`config.mk`:
```
export PLATFORM = sky130hd
export DESIGN_NAME = synth_divider_program_loader
export DESIGN_NICKNAME = d
export VERILOG_FILES = /design/src/logic/synth_loader_pkg.sv /design/src/logic/synth_divider_program_loader.sv
export SDC_FILE = /design/constraint.sdc
export NUM_CORES = 1
export LEC_CHECK = 0
export BUFFER_PORTS_ARGS = -buffer_cell sky130_fd_sc_hd__buf_2
export CORE_ASPECT_RATIO = 1.75
export CORE_MARGIN = 2
export CORE_UTILIZATION = 49
export CTS_CLUSTER_SIZE = 40
export DETAILED_ROUTE_END_ITERATION = 7
export GPL_TIMING_DRIVEN = 0
export PLACE_DENSITY = 0.85
export SYNTH_ARGS = -nofsm -noshare
export SYNTH_HDL_FRONTEND = slang
export SYNTH_SLANG_ARGS = --single-unit
```
`constraint.sdc`:
```
create_clock -name core_clk -period 3.4 [get_ports core_clk]
set_input_delay 0.68 -clock core_clk [delete_from_list [all_inputs] [get_ports core_clk]]
set_output_delay 0.68 -clock core_clk [all_outputs]
set_load 0.01 [all_outputs]
```
`src/logic/synth_loader_pkg.sv`:
```
// Shared constants of the synthesizer divider program loader
package synth_loader_pkg;
  // ==========================================================
  // Widths and divider figures
  localparam int FB_WIDTH = 9;
  localparam int SHIFT_WIDTH = FB_WIDTH + 1;
  localparam int OUT_COUNT = 4;
  localparam int REF_DIVIDE = 16;
  localparam int REF_CNT_WIDTH = 4;
  localparam int FB_CNT_WIDTH = FB_WIDTH + 1;
  localparam logic OUT_SEL_DIV2 = 1'b0;
  localparam logic OUT_SEL_DIV4 = 1'b1;
  // ==========================================================
  // Register map, byte addresses on APB
  localparam logic [7:0] CTRL_OFFSET = 8'h00;
  localparam logic [7:0] STATUS_OFFSET = 8'h04;
  localparam int CTRL_SOFT_RESET_BIT = 0;
  localparam int STATUS_SEL_BIT = 9;
  localparam int STATUS_PAR_BIT = 10;
  // ==========================================================
  // Values after reset
  localparam logic [FB_WIDTH-1:0] FB_RESET = 9'h000;
  localparam logic [SHIFT_WIDTH-1:0] SHIFT_RESET = 10'h000;
  localparam logic SEL_RESET = 1'b0;
  localparam logic PAR_MODE_RESET = 1'b1;
endpackage : synth_loader_pkg

```
`src/logic/synth_divider_program_loader.sv`:
```
// Divider program loader with reference, feedback and output dividers
`timescale 1ns/10ps
module synth_divider_program_loader
  import synth_loader_pkg::*;
#(
  parameter int FB_BITS = FB_WIDTH
) (
  // Clock and reset
  input wire logic core_clk,
  input wire logic rst,
  // APB slave
  input wire logic psel,
  input wire logic penable,
  input wire logic pwrite,
  input wire logic [7:0] paddr,
  input wire logic [31:0] pwdata,
  output logic [31:0] prdata,
  output logic pready,
  output logic pslverr,
  // Parallel programming pins
  input wire logic [FB_BITS-1:0] feedbackDivideBits,
  input wire logic parallelLatchStrobeLow,
  // Serial programming pins
  input wire logic serialClock,
  input wire logic serialData,
  input wire logic serialLoad,
  // Mode pins
  input wire logic masterReset,
  input wire logic referenceSelect,
  input wire logic pllBypassSelect,
  // Reference and VCO sources
  input wire logic crystalInput,
  input wire logic testClock,
  input wire logic vcoPulse,
  output logic crystalDrive,
  // Phase detector strobes
  output logic refPhasePulse,
  output logic fbPhasePulse,
  // Divider state
  output logic [FB_BITS-1:0] feedbackValue,
  output logic outDivideSelect,
  // Clock outputs
  output logic [OUT_COUNT-1:0] clockOutTrue,
  output logic [OUT_COUNT-1:0] clockOutComplement
);

  // ==========================================================
  // Edge detection of the sampled pins
  logic strobePrev_ff;
  logic sClkPrev_ff;
  logic sLoadPrev_ff;
  logic refPrev_ff;
  logic [FB_BITS:0] shift_ff;
  logic [FB_BITS-1:0] fb_ff;
  logic sel_ff;
  logic parMode_ff;
  logic softReset_ff;
  logic divReset;
  logic serialEnable;
  logic shiftEvent;
  logic xferRise;
  logic loadEvent;
  logic [FB_BITS:0] nxt_shift;
  logic refLevel;
  logic refEdge;

  // Previous pin levels for edge finding
  always_ff @(posedge core_clk or posedge rst) begin
    if (rst) begin
      strobePrev_ff <= 1'b1; // Idle level of the strobe, so no false rise
      sClkPrev_ff <= 1'b0;
      sLoadPrev_ff <= 1'b0;
      refPrev_ff <= 1'b0;
    end else begin
      strobePrev_ff <= parallelLatchStrobeLow;
      sClkPrev_ff <= serialClock;
      sLoadPrev_ff <= serialLoad;
      refPrev_ff <= refLevel;
    end
  end

  // Serial qualifiers; strobe must be high for any serial action
  assign serialEnable = parallelLatchStrobeLow && !serialLoad;
  assign shiftEvent = parallelLatchStrobeLow && serialClock && !sClkPrev_ff;
  assign xferRise = parallelLatchStrobeLow && serialLoad && !sLoadPrev_ff;
  assign nxt_shift = {shift_ff[FB_BITS-1:0], serialData};
  // Load while transfer high includes the freshly shifted bit
  assign loadEvent = xferRise || (shiftEvent && serialLoad && sLoadPrev_ff);

  // ==========================================================
  // Shift register
  always_ff @(posedge core_clk or posedge rst) begin
    if (rst) begin
      shift_ff <= SHIFT_RESET;
    end else if (shiftEvent) begin
      shift_ff <= nxt_shift;
    end
  end

  // ==========================================================
  // Feedback divide value, unsigned binary
  always_ff @(posedge core_clk or posedge rst) begin
    if (rst) begin
      fb_ff <= FB_RESET;
    end else if (!parallelLatchStrobeLow) begin
      fb_ff <= feedbackDivideBits;
    end else if (shiftEvent && serialLoad && sLoadPrev_ff) begin
      fb_ff <= nxt_shift[FB_BITS-1:0];
    end else if (xferRise) begin
      fb_ff <= shift_ff[FB_BITS-1:0];
    end
    // Otherwise held, master reset included
  end

  // Output select is written by the serial path alone
  always_ff @(posedge core_clk or posedge rst) begin
    if (rst) begin
      sel_ff <= SEL_RESET;
    end else if (shiftEvent && serialLoad && sLoadPrev_ff) begin
      sel_ff <= nxt_shift[FB_BITS];
    end else if (xferRise) begin
      sel_ff <= shift_ff[FB_BITS];
    end
  end

  // Parallel mode flag: set by strobe low, cleared by serial load
  always_ff @(posedge core_clk or posedge rst) begin
    if (rst) begin
      parMode_ff <= PAR_MODE_RESET;
    end else if (!parallelLatchStrobeLow) begin
      parMode_ff <= 1'b1;
    end else if (loadEvent) begin
      parMode_ff <= 1'b0;
    end
  end

  // Parallel mode forces /2 without touching the stored select
  assign outDivideSelect = parMode_ff ? OUT_SEL_DIV2 : sel_ff;
  assign feedbackValue = fb_ff;

  // ==========================================================
  // Reference selection and divide by sixteen
  logic [REF_CNT_WIDTH-1:0] refCnt_ff;
  logic refPulse_ff;
  logic xtalDrive_ff;

  assign refLevel = referenceSelect ? crystalInput : testClock;
  assign refEdge = refLevel && !refPrev_ff;
  assign divReset = masterReset || softReset_ff;

  // Oscillator drive is the inverted crystal input
  always_ff @(posedge core_clk or posedge rst) begin
    if (rst) begin
      xtalDrive_ff <= 1'b1;
    end else begin
      xtalDrive_ff <= !crystalInput;
    end
  end
  assign crystalDrive = xtalDrive_ff;

  // Counter wraps after REF_DIVIDE edges and pulses once
  always_ff @(posedge core_clk or posedge rst) begin
    if (rst) begin
      refCnt_ff <= '0;
      refPulse_ff <= 1'b0;
    end else if (divReset) begin
      refCnt_ff <= '0;
      refPulse_ff <= 1'b0;
    end else begin
      refPulse_ff <= refEdge && (refCnt_ff == REF_CNT_WIDTH'(REF_DIVIDE - 1));
      if (refEdge) begin
        refCnt_ff <= refCnt_ff + 1'b1;
      end
    end
  end
  assign refPhasePulse = refPulse_ff;

  // ==========================================================
  // Feedback divider: VCO divided by 2M
  logic [FB_BITS:0] fbCnt_ff;
  logic fbPulse_ff;
  logic [FB_BITS:0] fbTerminal;

  // Zero value treated as terminal at once to avoid a stuck count
  assign fbTerminal = (fb_ff == '0) ? '0 : ({fb_ff, 1'b0} - 1'b1);

  always_ff @(posedge core_clk or posedge rst) begin
    if (rst) begin
      fbCnt_ff <= '0;
      fbPulse_ff <= 1'b0;
    end else if (divReset) begin
      fbCnt_ff <= '0;
      fbPulse_ff <= 1'b0;
    end else begin
      fbPulse_ff <= vcoPulse && (fbCnt_ff >= fbTerminal);
      if (vcoPulse) begin
        fbCnt_ff <= (fbCnt_ff >= fbTerminal) ? '0 : fbCnt_ff + 1'b1;
      end
    end
  end
  assign fbPhasePulse = fbPulse_ff;

  // ==========================================================
  // Shared output divider, toggling for 50% duty
  logic outSrc;
  logic halfCnt_ff;
  logic outClk_ff;

  assign outSrc = pllBypassSelect ? vcoPulse : refEdge;

  always_ff @(posedge core_clk or posedge rst) begin
    if (rst) begin
      halfCnt_ff <= 1'b0;
      outClk_ff <= 1'b0;
    end else if (divReset) begin
      halfCnt_ff <= 1'b0;
      outClk_ff <= 1'b0;
    end else if (outSrc) begin
      // Toggle every source pulse for /2, every second one for /4
      if (outDivideSelect == OUT_SEL_DIV2 || halfCnt_ff) begin
        outClk_ff <= !outClk_ff;
        halfCnt_ff <= 1'b0;
      end else begin
        halfCnt_ff <= 1'b1;
      end
    end
  end

  // Per-output drivers from the one divider keep skew equal
  genvar gi;
  generate
    for (gi = 0; gi < OUT_COUNT; gi++) begin : gen_out
      always_ff @(posedge core_clk or posedge rst) begin
        if (rst) begin
          clockOutTrue[gi] <= 1'b0;
          clockOutComplement[gi] <= 1'b1;
        end else if (divReset) begin
          clockOutTrue[gi] <= 1'b0;
          clockOutComplement[gi] <= 1'b1;
        end else begin
          clockOutTrue[gi] <= outClk_ff;
          clockOutComplement[gi] <= !outClk_ff;
        end
      end
    end
  endgenerate

  // ==========================================================
  // APB slave: zero wait states, error on unmapped address
  logic access;
  logic mapped;
  logic [31:0] nxt_prdata;

  assign access = psel && penable;
  assign mapped = (paddr == CTRL_OFFSET) || (paddr == STATUS_OFFSET);
  assign pready = 1'b1;
  assign pslverr = access && !mapped;

  // Software reset bit holds the dividers like the pin does
  always_ff @(posedge core_clk or posedge rst) begin
    if (rst) begin
      softReset_ff <= 1'b0;
    end else if (access && pwrite && paddr == CTRL_OFFSET) begin
      softReset_ff <= pwdata[CTRL_SOFT_RESET_BIT];
    end
  end

  // Read word decoded from the address
  always_comb begin
    nxt_prdata = 32'h0000_0000;
    if (paddr == CTRL_OFFSET) begin
      nxt_prdata[CTRL_SOFT_RESET_BIT] = softReset_ff;
    end else if (paddr == STATUS_OFFSET) begin
      nxt_prdata[FB_BITS-1:0] = fb_ff;
      nxt_prdata[STATUS_SEL_BIT] = outDivideSelect;
      nxt_prdata[STATUS_PAR_BIT] = parMode_ff;
    end
  end

  // Captured in the setup phase so the word stands through the access
  always_ff @(posedge core_clk or posedge rst) begin
    if (rst) begin
      prdata <= 32'h0000_0000;
    end else if (psel && !penable) begin
      prdata <= nxt_prdata;
    end
  end

  // ==========================================================
  // Assertions
  AST_TRANSPARENT: assert property (@(posedge core_clk) disable iff (rst)
    !parallelLatchStrobeLow |=> fb_ff == $past(feedbackDivideBits))
    else $error("feedback value did not follow parallel bits");
  AST_LATCH_HOLD: assert property (@(posedge core_clk) disable iff (rst)
    parallelLatchStrobeLow && !loadEvent ##1 parallelLatchStrobeLow && !loadEvent
    |-> $stable(fb_ff))
    else $error("latched feedback value changed");
  AST_PAR_DIV2: assert property (@(posedge core_clk) disable iff (rst)
    $past(!parallelLatchStrobeLow) |-> outDivideSelect == OUT_SEL_DIV2)
    else $error("parallel mode did not force divide by two");
  AST_SEL_SERIAL_ONLY: assert property (@(posedge core_clk) disable iff (rst)
    !loadEvent |=> $stable(sel_ff))
    else $error("output select changed without serial load");
  AST_SHIFT: assert property (@(posedge core_clk) disable iff (rst)
    shiftEvent |=> shift_ff == {$past(shift_ff[FB_BITS-1:0]), $past(serialData)})
    else $error("shift register did not take serial data");
  AST_TRANSFER: assert property (@(posedge core_clk) disable iff (rst)
    xferRise && !shiftEvent |=> fb_ff == $past(shift_ff[FB_BITS-1:0])
    && sel_ff == $past(shift_ff[FB_BITS]) && !parMode_ff)
    else $error("transfer did not load both dividers");
  AST_RESET_OUT: assert property (@(posedge core_clk) disable iff (rst)
    divReset |=> clockOutTrue == '0 && clockOutComplement == '1)
    else $error("outputs not forced during master reset");
  AST_RESET_KEEP: assert property (@(posedge core_clk) disable iff (rst)
    masterReset && parallelLatchStrobeLow && !loadEvent |=> $stable(fb_ff))
    else $error("master reset disturbed feedback value");
  AST_REF_SPACING: assert property (@(posedge core_clk) disable iff (rst)
    refPhasePulse |=> !refPhasePulse [*8])
    else $error("reference divider pulsed too often");
  AST_DIFF_OUT: assert property (@(posedge core_clk) disable iff (rst)
    !divReset ##1 !divReset |-> clockOutComplement == ~clockOutTrue
    && clockOutTrue == {OUT_COUNT{$past(outClk_ff)}})
    else $error("outputs not a shared complementary pair");
  AST_STROBE_RISE: assert property (@(posedge core_clk) disable iff (rst)
    parallelLatchStrobeLow && !strobePrev_ff |-> fb_ff == $past(feedbackDivideBits))
    else $error("strobe rise did not latch parallel bits");
  AST_SERIAL_GATE: assert property (@(posedge core_clk) disable iff (rst)
    !parallelLatchStrobeLow |=> $stable(shift_ff))
    else $error("shift register moved outside serial operation");
  AST_FALL_HOLD: assert property (@(posedge core_clk) disable iff (rst)
    parallelLatchStrobeLow && !serialLoad && sLoadPrev_ff |=> $stable(fb_ff) && $stable(sel_ff))
    else $error("transfer fall disturbed divider values");
  AST_PASS_THROUGH: assert property (@(posedge core_clk) disable iff (rst)
    shiftEvent && serialLoad && sLoadPrev_ff
    |=> {sel_ff, fb_ff} == {$past(shift_ff[FB_BITS-1:0]), $past(serialData)})
    else $error("serial data not passed to dividers");
  AST_DIV4_HOLD: assert property (@(posedge core_clk) disable iff (rst)
    !divReset && outSrc && outDivideSelect == OUT_SEL_DIV4 && !halfCnt_ff
    |=> $stable(outClk_ff) && halfCnt_ff)
    else $error("divide by four toggled on first source pulse");
  AST_DIV2_TOGGLE: assert property (@(posedge core_clk) disable iff (rst)
    !divReset && outSrc && outDivideSelect == OUT_SEL_DIV2 |=> outClk_ff != $past(outClk_ff))
    else $error("divide by two missed a toggle");
  COV_PARALLEL: cover property (@(posedge core_clk) disable iff (rst)
    !parallelLatchStrobeLow ##1 parallelLatchStrobeLow);
  COV_SERIAL_LOAD: cover property (@(posedge core_clk) disable iff (rst)
    xferRise ##[1:50] !serialLoad);
  COV_DIV4: cover property (@(posedge core_clk) disable iff (rst)
    outDivideSelect == OUT_SEL_DIV4 && outSrc);
  COV_RESET: cover property (@(posedge core_clk) disable iff (rst)
    masterReset ##1 !masterReset);
  COV_SHIFT: cover property (@(posedge core_clk) disable iff (rst)
    serialEnable && shiftEvent);

endmodule : synth_divider_program_loader

```
# Yosys cells after proc, flatten, opt, wreduce, memory -nomap -nowiden
# Index checks and enable logic that the tools add are counted.
# totals
input_bits	64
reg_bits	57
wordCells	89
out_inout_bits	55
# classes
eq_ne	4
magnitude_cmp	1
bitwise	1
addsub	3
n_reduce_logical	33
muxes	29
# op_table
operator	n
$mux 10	5
$mux 9	3
$mux 1	18
$logic_and 1x1->1	14
$mux 11	1
$add 10x1->10 const B	1
$ge 10x10->1	1
$reduce_bool 2->1	5
$sub 10x1->10 const B	1
$logic_not 9->1	1
$eq 8x3->1 const B	1
$logic_not 8->1	1
$mux 4	2
$logic_not 1->1	7
$add 4x1->4 const B	1
$eq 4x4->1 const B	1
$logic_or 1x1->1	4
$ne 3x1->1 const B	1
$ne 2x1->1 const B	1
$reduce_and 2->1	1
$not 1->1	1

# Depth between registers and ports, before layout
# Gate-level depths: netlist of run 1.
# depth
depth_word	7
depth_mapped	12
depth_no_buf	11

# Least setup slack after synthesis of run 1
# OpenSTA, ideal clock, no wires.
# synth_path
kind	flip-flop to flip-flop
startpoint	reg fb_ff[4], in the netlist feedbackValue[4]
endpoint	reg fbCnt_ff[3]
path_stages_with_launch	11
slack_ps	608
synth_period_minus_slack_ps	2792
n_path_buf	1
arrival_ps	2709
t_required_ps	3317
setup_time_ps	83
cell_sequence	dfrtp_1 nor4_1 nand2_1 or4_1 clkbuf_1 ha_1 nand2b_1 a211o_1 a22o_1 a221o_1 o21ai_0
# synth_via
elab_chain_cells	6
elab_cells_between_ends	7
cone_classes	add/sub (1); order compare (1); mux (4); reduce/logical (1)
# synth_rtl
element	line	source
from (decl)	synth_divider_program_loader.sv:54	logic [FB_BITS-1:0] fb_ff;
from (signal assigned)	synth_divider_program_loader.sv:106	fb_ff <= feedbackDivideBits;
from (signal assigned)	synth_divider_program_loader.sv:108	fb_ff <= nxt_shift[FB_BITS-1:0];
from (signal assigned)	synth_divider_program_loader.sv:110	fb_ff <= shift_ff[FB_BITS-1:0];
$sub 10x1->10 or $logic_not 9->1 (tied branches)	synth_divider_program_loader.sv:185	assign fbTerminal = (fb_ff == '0) ? '0 : ({fb_ff, 1'b0} - 1'b1);
$mux 10 (*)	synth_divider_program_loader.sv:185	
$ge 10x10->1 (*)	synth_divider_program_loader.sv:197	fbCnt_ff <= (fbCnt_ff >= fbTerminal) ? '0 : fbCnt_ff + 1'b1;
$mux 10 (*)	synth_divider_program_loader.sv:197	
$mux 10 (*)	synth_divider_program_loader.sv:196	if (vcoPulse) begin
$mux 10 (*)	synth_divider_program_loader.sv:191	end else if (divReset) begin
to (signal assigned)	synth_divider_program_loader.sv:197	
to (decl)	synth_divider_program_loader.sv:180	logic [FB_BITS:0] fbCnt_ff;
# Every way passes the cells marked *; elsewhere a longest branch is shown, timed or not. The select of a mux whose other input is x is not followed.
# A chain may end at the register's enable or synchronous reset.

# Final worst setup path of run 1
# layout_path
startpoint	reg fb_ff[5], in the netlist feedbackValue[5]
endpoint	reg fbPulse_ff, in the netlist fbPhasePulse
# layout_via
elab_chain_cells	5
elab_cells_between_ends	6
cone_classes	add/sub (1); order compare (1); mux (2); reduce/logical (2)
# layout_rtl
element	line	source
$sub 10x1->10 or $logic_not 9->1 (tied branches)	synth_divider_program_loader.sv:185	
$mux 10 (*)	synth_divider_program_loader.sv:185	
$ge 10x10->1 (*)	synth_divider_program_loader.sv:195	fbPulse_ff <= vcoPulse && (fbCnt_ff >= fbTerminal);
$logic_and 1x1->1 (*)	synth_divider_program_loader.sv:195	
$mux 1 (*)	synth_divider_program_loader.sv:191	
to (signal assigned)	synth_divider_program_loader.sv:195	
to (decl)	synth_divider_program_loader.sv:181	logic fbPulse_ff;
# Every way passes the cells marked *; elsewhere a longest branch is shown, timed or not.

==> results of run 1 <==
## area by class of cell
type                            instances  area (µm²)
Buffer                                 38         259
Clock buffer                           13         149
Clock inverter                          3        42.5
Fill cell                             498        2320
Inverter                               11        41.3
Multi-Input combinational cell        218        1440
Sequential cell                        57        1430
Tap cell                               80         100
Timing Repair Buffer                   66         345
## synth_stat cells (all sizes together), types with 2 or more instances
cell	instances
clkbuf	8
nor4	2
xnor2	6
nor3	9
o31ai	3
o21ai	13
dfrtp	54
buf	30
mux2i	13
nand2b	4
a21oi	15
ha	13
a22o	12
conb	2
nand3	5
dfstp	3
nor2b	11
nand4	7
nor2	17
o211ai	2
mux2	10
xor2	11
inv	11
and2	2
nand2	29
or4	3
## power by group
part           leakage, nW  internal, mW  switching (mW)
sequential           0.747         0.755          0.0794
clock               0.0936         0.358           0.263
combinational         1.19         0.168           0.164
total                 2.03          1.28           0.507
## per-stage QoR
stage	setup slack (ns)	instance area, µm²
floorplan	0.608	3170
global placement	0.417	3600
detailed placement	0.340	3620
CTS	0.314	3810
global route	0.0326	3810
finish	0.313	3810
## cell families after synthesis
logic type / after synthesis / synth area share
simple gates: 93 / 0.154
fa+ha+maj: 13 / 0.0525
mux: 23 / 0.0784
buf+inv: 49 / 0.0970
flops: 57 / 0.462
xor+xnor: 17 / 0.0481
other cells: 2 / 0.00243
compound gates: 50 / 0.105
## layout by cell type (no fill, tap or decap), types with 11 or more instances in the layout
cell type | netlist | final
sky130_fd_sc_hd__o21ai_0 | 13 | 13
sky130_fd_sc_hd__mux2i_1 | 13 | 13
sky130_fd_sc_hd__buf_4 | 29 | 29
sky130_fd_sc_hd__buf_2 | 0 | 65
sky130_fd_sc_hd__nor2_1 | 17 | 17
sky130_fd_sc_hd__clkbuf_1 | 8 | 11
sky130_fd_sc_hd__conb_1 | 2 | 22
sky130_fd_sc_hd__dfrtp_1 | 54 | 54
sky130_fd_sc_hd__nor2b_1 | 11 | 11
sky130_fd_sc_hd__xor2_1 | 11 | 11
sky130_fd_sc_hd__ha_1 | 13 | 13
sky130_fd_sc_hd__a22o_1 | 12 | 12
sky130_fd_sc_hd__nand2_1 | 29 | 29
sky130_fd_sc_hd__a21oi_1 | 15 | 15
## worst max-delay path, cell delays in order (launching register included)
cell and delay [ns]:
sky130_fd_sc_hd__dfrtp_1 0.46, sky130_fd_sc_hd__nor4_1 0.34, sky130_fd_sc_hd__nand2_1 0.16, sky130_fd_sc_hd__or4_1 0.41, sky130_fd_sc_hd__clkbuf_1 0.21, sky130_fd_sc_hd__nand2_1 0.10
sky130_fd_sc_hd__ha_1 0.14, sky130_fd_sc_hd__a21oi_1 0.06, sky130_fd_sc_hd__o21ai_0 0.27, sky130_fd_sc_hd__a31oi_1 0.11, sky130_fd_sc_hd__a21oi_1 0.55, sky130_fd_sc_hd__and2_1 0.21
## routing by layer
metal | wire [µm] | up-vias
met5 | 0 | -
met3 | 326 | 20
li1 | - | 1205
met1 | 2310 | 1139
met4 | 293 | 0
met2 | 3520 | 82
## final timing paths
check,startpoint,to,cells after the start
max in group asynchronous,rst,clockOutComplement[3],3
setup reg to reg,feedbackValue[5],fbPhasePulse,11
setup / recovery,feedbackValue[5],fbPhasePulse,11
hold reg to reg,outClk_ff,clockOutComplement[3],1
hold / removal,rst,shift_ff[8],2
min in group core_clk,outClk_ff,clockOutComplement[3],1
## flip-flops by register name, indices dropped and copies added, names as in the netlist, 4 cells and up
name / count
prdata: 11
fbCnt_ff: 10
shift_ff: 10
feedbackValue: 9
refCnt_ff: 4
==> impl_summary.md, run 1 <==
Global routing
In the global route stage, met2 resource usage came out at 0.354. The number of global-route vias before repair came to roughly 2300. The first global-routing pass estimated roughly 10 mm of wire.

The aggregate global-route resource usage is 0.196. The global routing met1 resource utilization is 0.188. The number of antenna violations at the first check in global routing is 0. The layer flagged by global routing as most heavily used is met2. The maximum number of pins on one net before global-route repair is 33. For this run, global-route usage on met3 was measured as 0.0485. Summed over all layers, the global routing overflow is 0.

Run
The max-capacitance violation count is 0.

Clock network
The CTS sink count is 57. The number of hold buffers added after cts is 0. The cell sitting at the root of the clock tree is a sky130_fd_sc_hd__clkbuf_8. After clock tree synthesis, the repair step resized 0 gates. The CTS tree is yes. The clock passes through at most 2 buffers. The post-CTS setup-driven buffer insertion count is 0. The clock reaches the later pin of the worst-skew pair after approximately 0.34 ns. Clock-pin slew was measured on the worst setup and hold paths at 0.07 ns.

Buffers inserted during clock tree synthesis total 9. The CTS H-tree depth is 3.

STA
Dividing the final minimum period by the clock period gives 0.908. The clock tree skew after final layout is between 0.01 and 0.015 ns. The worst pin sits at a relative slew slack of 0.541.

The final critical-path required period is between 3 and 4 ns. At the pin with the least slew margin, the transition time is between 0.6 and 0.7 ns. The number of endpoints failing setup at the final stage is 0. Adding up every negative setup slack in the final design gives 0 ns.

The final-report max-slew violation count came to 0. Derived from the worst setup path, the maximum achievable clock frequency is between 300 and 400 MHz. Setup repair after global routing left no endpoint under its margin. The number of endpoints with negative hold slack in the final report is 0. Hold timing on the final database bottoms out at a slack of ~0.4 ns.

Detailed routing
The via total after detailed routing is between 2000 and 2500. After detailed routing, the number of remaining DRC violations is 0. The first TritonRoute pass finished after 4 iterations. Dividing the detail-routed via count by the number of cells gives slightly above 5. After the first detailed-routing iteration, the DRC count stood at 55. Summed over all layers, the routed wires come to around 6.5 mm.

The detail route stage leaves a number of antenna-violating nets equal to 0. The per-cell routed wire length is 13.3 µm.

Yosys
The largest area contributor in the netlist is sky130_fd_sc_hd__dfrtp_1. In this run, distinct cell masters in the synthesized netlist total 38. Counting flops with an async set or reset pin after synthesis yields a share of 1.00. In this run the cell area of the synthesized design comes to between 0.003 and 0.004 mm². The sequential area share after synthesis is 0.462.

The average footprint of a synthesized cell is between 10 and 15 µm². In this run, synthesis inferred 0 flip-flops with an integrated enable. Yosys printed 0 warnings. In the post-synthesis netlist, the biggest area contributors are sky130_fd_sc_hd__dfrtp_1 (44%), sky130_fd_sc_hd__buf_4 (7.0%), sky130_fd_sc_hd__ha_1 (5.3%). In the synthesized netlist the dominant register cell turns out to be sky130_fd_sc_hd__dfrtp_1. The synthesis-stage register bit count is 57. The synthesized netlist cell count is 304.

The share of synthesized area in the top cell type comes to 0.436.

Power and ir drop
The static power due to leakage is 2.03 nW. Power comes to around 1.8 mW. Dividing total power by cell area gives a power density of 469 mW/mm².

The worst-case vdd ir drop is 0.506 mV.

Setup path
Data on the critical path arrives at its endpoint at around 3.4 ns. The endpoint kind of the worst setup timing path is a register. In this run the register-to-register setup slack is 0.31 ns. The startpoint-to-endpoint class of the critical path is reg2reg. Along the worst path, the maximum fanout reaches 9. Data on the critical path is required at its endpoint by between 3 and 4 ns. The worst setup path is launched from a register.

Floorplan
The count of standard-cell rows is 38. The floorplan step set the die width to about 64 µm. The initial core utilization is 0.505. During I/O placement, the number of pins put on the boundary was 119. The vertical extent of the die is 109 µm.

The core area is approximately 0.0061 mm². The full die area is 0.00700 mm².

Worst hold path
The worst hold-check path type is in2async.

Cells and area
The final non-filler cell total is 486. The area growth from synthesis to layout is 23.0%. The core utilization of the finished layout is 0.621. The number of antenna cells inserted is 0. Of the cells placed in the final design, the portion with a size suffix greater than 1 is 0.308. The number of nets in the final layout is 478.

Placement
The quantity of I/O buffers inserted on ports is 65. The HPWL after detailed placement is a little over 5 mm. The number of placed instances with taps included is between 400 and 500. The placer's final routability congestion estimate is 0.887.

Status
The run finished with clean final reports.
No activity file was read; power rests on OpenSTA's default activity.
==> run 2: changes to the inputs <==
--- a/config.mk
+++ b/config.mk
@@ -5,14 +5,15 @@
 export SDC_FILE = /design/constraint.sdc
 export NUM_CORES = 1
 export LEC_CHECK = 0
+export ABC_AREA = 1
 export BUFFER_PORTS_ARGS = -buffer_cell sky130_fd_sc_hd__buf_2
 export CORE_ASPECT_RATIO = 1.75
 export CORE_MARGIN = 2
-export CORE_UTILIZATION = 49
+export CORE_UTILIZATION = 50
 export CTS_CLUSTER_SIZE = 40
 export DETAILED_ROUTE_END_ITERATION = 7
 export GPL_TIMING_DRIVEN = 0
-export PLACE_DENSITY = 0.85
+export PLACE_DENSITY = 0.86
 export SYNTH_ARGS = -nofsm -noshare
 export SYNTH_HDL_FRONTEND = slang
 export SYNTH_SLANG_ARGS = --single-unit
==> impl_summary.md, run 2 <==
Yosys
The dominant cell by count in the synthesized netlist is sky130_fd_sc_hd__nand2_1 (was sky130_fd_sc_hd__dfrtp_1). The async set-reset flop share out of synthesis came to 1.00 (unchanged). Commonest cells in the synthesized netlist: sky130_fd_sc_hd__nand2_1 (107), sky130_fd_sc_hd__dfrtp_1 (54), sky130_fd_sc_hd__inv_1 (52) (was sky130_fd_sc_hd__dfrtp_1 (54), sky130_fd_sc_hd__buf_4 (29), sky130_fd_sc_hd__nand2_1 (29)). The synthesized netlist cell count is 412 (was 304). The yosys synthesis warning count is 0 (unchanged). The prevailing post-synth register cell is sky130_fd_sc_hd__dfrtp_1 (unchanged).

The number of synthesized flops with an enable pin came to 0 (unchanged). The average footprint of a synthesized cell is 7.93 µm² (was 10.2 µm²). Area contributors post-synth: sky130_fd_sc_hd__dfrtp_1 (41%), sky130_fd_sc_hd__nand2_1 (12%), sky130_fd_sc_hd__buf_4 (6.7%) (was sky130_fd_sc_hd__dfrtp_1 (44%), sky130_fd_sc_hd__buf_4 (7.0%), sky130_fd_sc_hd__ha_1 (5.3%)).

The post-synth design cell area came to 0.00327 mm² (was 0.00310 mm²). The largest area contributor in the netlist was sky130_fd_sc_hd__dfrtp_1 (unchanged). The number of library cell types mapped by synthesis was 31 (was 38). The top-area cell type share of the netlist area came to 0.414 (was 0.436). The synthesis-stage register bit count is 57 (unchanged). The sequential area share after synthesis was 0.438 (was 0.462).

Global routing
The maximum number of pins on one net before global-route repair is 31 (was 33). The aggregate global-route resource usage was 0.235 (was 0.196). The number of antenna violations at the first check in global routing is 0 (unchanged). The leftover overflow at the end of global routing is 0 (unchanged).

The global-route wire length before repair was 13.0 mm (was 10.4 mm). The number of global-route vias before repair is 2928 (was 2344).

Setup path
The slowest library cell on the worst path is sky130_fd_sc_hd__dfrtp_1 (was sky130_fd_sc_hd__a21oi_1). The highest fanout seen on the critical path is 9 (unchanged). The required time of the worst setup path was 3.66 ns (was 3.68 ns).

The startpoint-to-endpoint class of the critical path is reg2reg (unchanged). The endpoint arrival time on the critical path is 3.25 ns (was 3.37 ns). The delay of the slowest cell on the worst path was 0.42 ns (was 0.55 ns). Critical Path, Cell by Cell: inv_1 > ha_1 > inv_1 > nor3_2 > nand3_1 > nor2_1 > nand3_2 > nand3_1 > ha_1 > nand2_1 > inv_1 > a21oi_1 > nand3_1 > nand2_1 > nand2_1 > nor2_1 (was nor4_1 > nand2_1 > or4_1 > clkbuf_1 > nand2_1 > ha_1 > a21oi_1 > o21ai_0 > a31oi_1 > a21oi_1 > and2_1). The startpoint class of the critical path is a register (unchanged). The endpoint kind of the worst setup timing path is a register (unchanged).

Detailed routing
The wire length on met1 is 2.62 mm (was 2.31 mm). The iteration count of the initial detailed-routing pass is 4 (unchanged). The routed length on met3 is 365 µm (was 326 µm). The remaining antenna violation count after routing was 0 (unchanged).

The via total after detailed routing is 2951 (was 2446). The initial detailed-routing violation count is 115 (was 55). The uppermost signal routing layer after detailed routing is met4 (unchanged). The total length of routed met2 wires is 4.34 mm (was 3.52 mm).

The post-route DRC violation count is 0 (unchanged). The total detailed-routing wirelength was 7.62 mm (was 6.45 mm). The average vias per placed instance was 4.95 (was 5.03). The per-cell routed wire length was 12.8 µm (was 13.3 µm).

Cells and area
The fraction of layout instances using a drive strength above 1 is 0.263 (was 0.308). The number of antenna cells inserted is 0 (unchanged). The number of flip-flops in the largest register came to 11 (unchanged).

The core utilization of the finished layout is 0.640 (was 0.621). The multi-input logic area is 0.00143 mm² (was 0.00144 mm²). Most frequent cells in the layout: sky130_fd_sc_hd__nand2_1 (107), sky130_fd_sc_hd__buf_2 (65), sky130_fd_sc_hd__dfrtp_1 (54) (was sky130_fd_sc_hd__buf_2 (65), sky130_fd_sc_hd__dfrtp_1 (54), sky130_fd_sc_hd__nand2_1 (29), sky130_fd_sc_hd__buf_4 (29), sky130_fd_sc_hd__conb_1 (22)). The most common cell after layout, fill and taps aside is sky130_fd_sc_hd__nand2_1 (was sky130_fd_sc_hd__buf_2). The cell area after layout came to 0.00412 mm² (was 0.00381 mm²). The number of nets in the final layout is 586 (was 478). The layout-stage area growth over the synthesis result is 26.1% (was 23.0%).

The number of inserted filler cells in the final layout is 538 (was 498). The sequential cell area came to 0.00143 mm² (unchanged). Largest registers ranked by flip-flop count: prdata x11, fbCnt_ff x10, shift_ff x10 (unchanged). The register with the highest flop count is prdata (unchanged).

Status
Result of the run: finished, final reports clean (unchanged).

STA
The final-report max-slew violation count is 0 (unchanged). The clock tree skew after final layout is 0.00554 ns (was 0.0108 ns). The number of endpoints with negative hold slack in the final report is 0 (unchanged). The achievable clock frequency came to 334 MHz (was 324 MHz). Unrepaired setup endpoints after global routing: false (unchanged). The number of endpoints failing setup at the final stage is 0 (unchanged). The worst-case headroom to the max-slew limit is 0.554 (was 0.541). The worst-case setup margin in the final layout came to 0.409 ns (was 0.313 ns).

The share of the cycle needed by the critical path after routing is 0.880 (was 0.908). The post-route setup TNS was 0 ns (unchanged). The slew at the pin closest to its max-slew limit was 0.668 ns (was 0.689 ns).

The final critical-path required period is 2.99 ns (was 3.09 ns).

Floorplan
The width of the chip is 65.1 µm (was 64.1 µm). The vertical extent of the die came to 111 µm (was 109 µm). The total I/O pin count came to 119 (unchanged).

The count of standard-cell rows is 39 (was 38). The initial core utilization is 0.507 (was 0.505). The full die area is 0.00722 mm² (was 0.00700 mm²). The core area was 0.00644 mm² (was 0.00613 mm²).

Placement
The HPWL after detailed placement is 5.76 mm (was 5.04 mm). The placed cell area is 0.00379 mm² (was 0.00362 mm²). The worst setup slack before clock tree synthesis is 0.464 ns (was 0.340 ns).

The placer's final routability congestion estimate is 0.848 (was 0.887). The quantity of I/O buffers inserted on ports is 65 (unchanged).

Clock network
The worst-skew pair later-pin latency was 0.33 ns (was 0.34 ns). The CTS H-tree depth was 3 (unchanged). The maximum number of buffers from clock root to sink came to 2 (unchanged). The CTS tree is yes (unchanged).

The number of hold buffers added after cts came to 0 (unchanged). The quantity of gates resized following cts came to 0 (unchanged). The post-CTS setup-driven buffer insertion count came to 0 (unchanged).

The clock input transition at the sequential cells of the worst setup and hold paths is 0.05 ns (was 0.07 ns). The CTS sink count is 57 (unchanged). The TritonCTS buffer count is 9 (unchanged). The master cell of the clock root buffer is sky130_fd_sc_hd__clkbuf_16 (was sky130_fd_sc_hd__clkbuf_8).

Power and ir drop
The power per standard cell area is 512 mW/mm² (was 469 mW/mm²). The sum of internal, switching and leakage power is 2.11 mW (was 1.79 mW). The static power due to leakage was 2.26 nW (was 2.03 nW).

The worst-case vdd ir drop is 0.407 mV (was 0.506 mV).

Worst hold path
The worst hold-check path type was in2async (unchanged).

Run
The max-capacitance violation count is 0 (unchanged).
==> run 2: per-stage QoR <==
stage	hold slack, ns	cells
2_1_floorplan	0.459	432
3_3_place_gp	0.463	579
3_5_place_dp	0.464	580
4_1_cts	0.453	596
5_1_grt	0.469	596
6_report	0.446	596
==> run 2: power breakdown <==
part,switching (mW),leakage [nW],internal [mW]
registers,0.0524,0.746,0.737
clock network,0.312,0.162,0.677
logic,0.197,1.35,0.135
total,0.561,2.26,1.55
==> run 2: final timing paths <==
check                                 start           end  cells after the start  slack (ns)
min in group core_clk          crystalInput  crystalDrive                      2        0.47
hold / removal                          rst  softReset_ff                      2        0.45
hold reg to reg                  prdata[10]    prdata[10]                      2        0.47
setup / recovery           feedbackValue[0]   fbCnt_ff[3]                     16        0.41
max in group asynchronous               rst    parMode_ff                      3        2.30
setup reg to reg           feedbackValue[0]   fbCnt_ff[3]                     16        0.41
==> run 2: final cells by class <==
cell class / count / area share
Sequential cell: 57 / 0.347
Multi-Input combinational cell: 279 / 0.346
Timing Repair Buffer: 66 / 0.0838
Buffer: 35 / 0.0619
Clock buffer: 11 / 0.0613
Inverter: 61 / 0.0556
Tap cell: 82 / 0.0249
Clock inverter: 5 / 0.0188
==> run 2: cell families after synthesis <==
| logic type | count (synthesis) | share of synthesized area |
|---|---|---|
| and+or+nand+nor | 187 | 0.241 |
| buffers and inverters | 96 | 0.148 |
| AOI/OAI and AO/OA | 49 | 0.100 |
| adders and majority gates | 13 | 0.0498 |
| DFF | 57 | 0.438 |
| xor gates and xnor gates | 8 | 0.0214 |
| other | 2 | 0.00230 |
==> run 2: per-layer routing <==
layer / GRT usage / up-vias
met5: 0 / -
met4: 0.126 / 0
met3: 0.0650 / 26
met2: 0.432 / 98
met1: 0.227 / 1363
li1: - / 1464
==> run 2: critical path: cells and delay by family (launching register included) <==
kind | cells | cell delay, ns
adder cells (fa/ha/maj) | 2 | 0.42
AO/OA/AOI/OAI | 1 | 0.23
flip-flops | 1 | 0.42
AND/OR/NAND/NOR | 10 | 1.59
buffers and inverters | 3 | 0.25
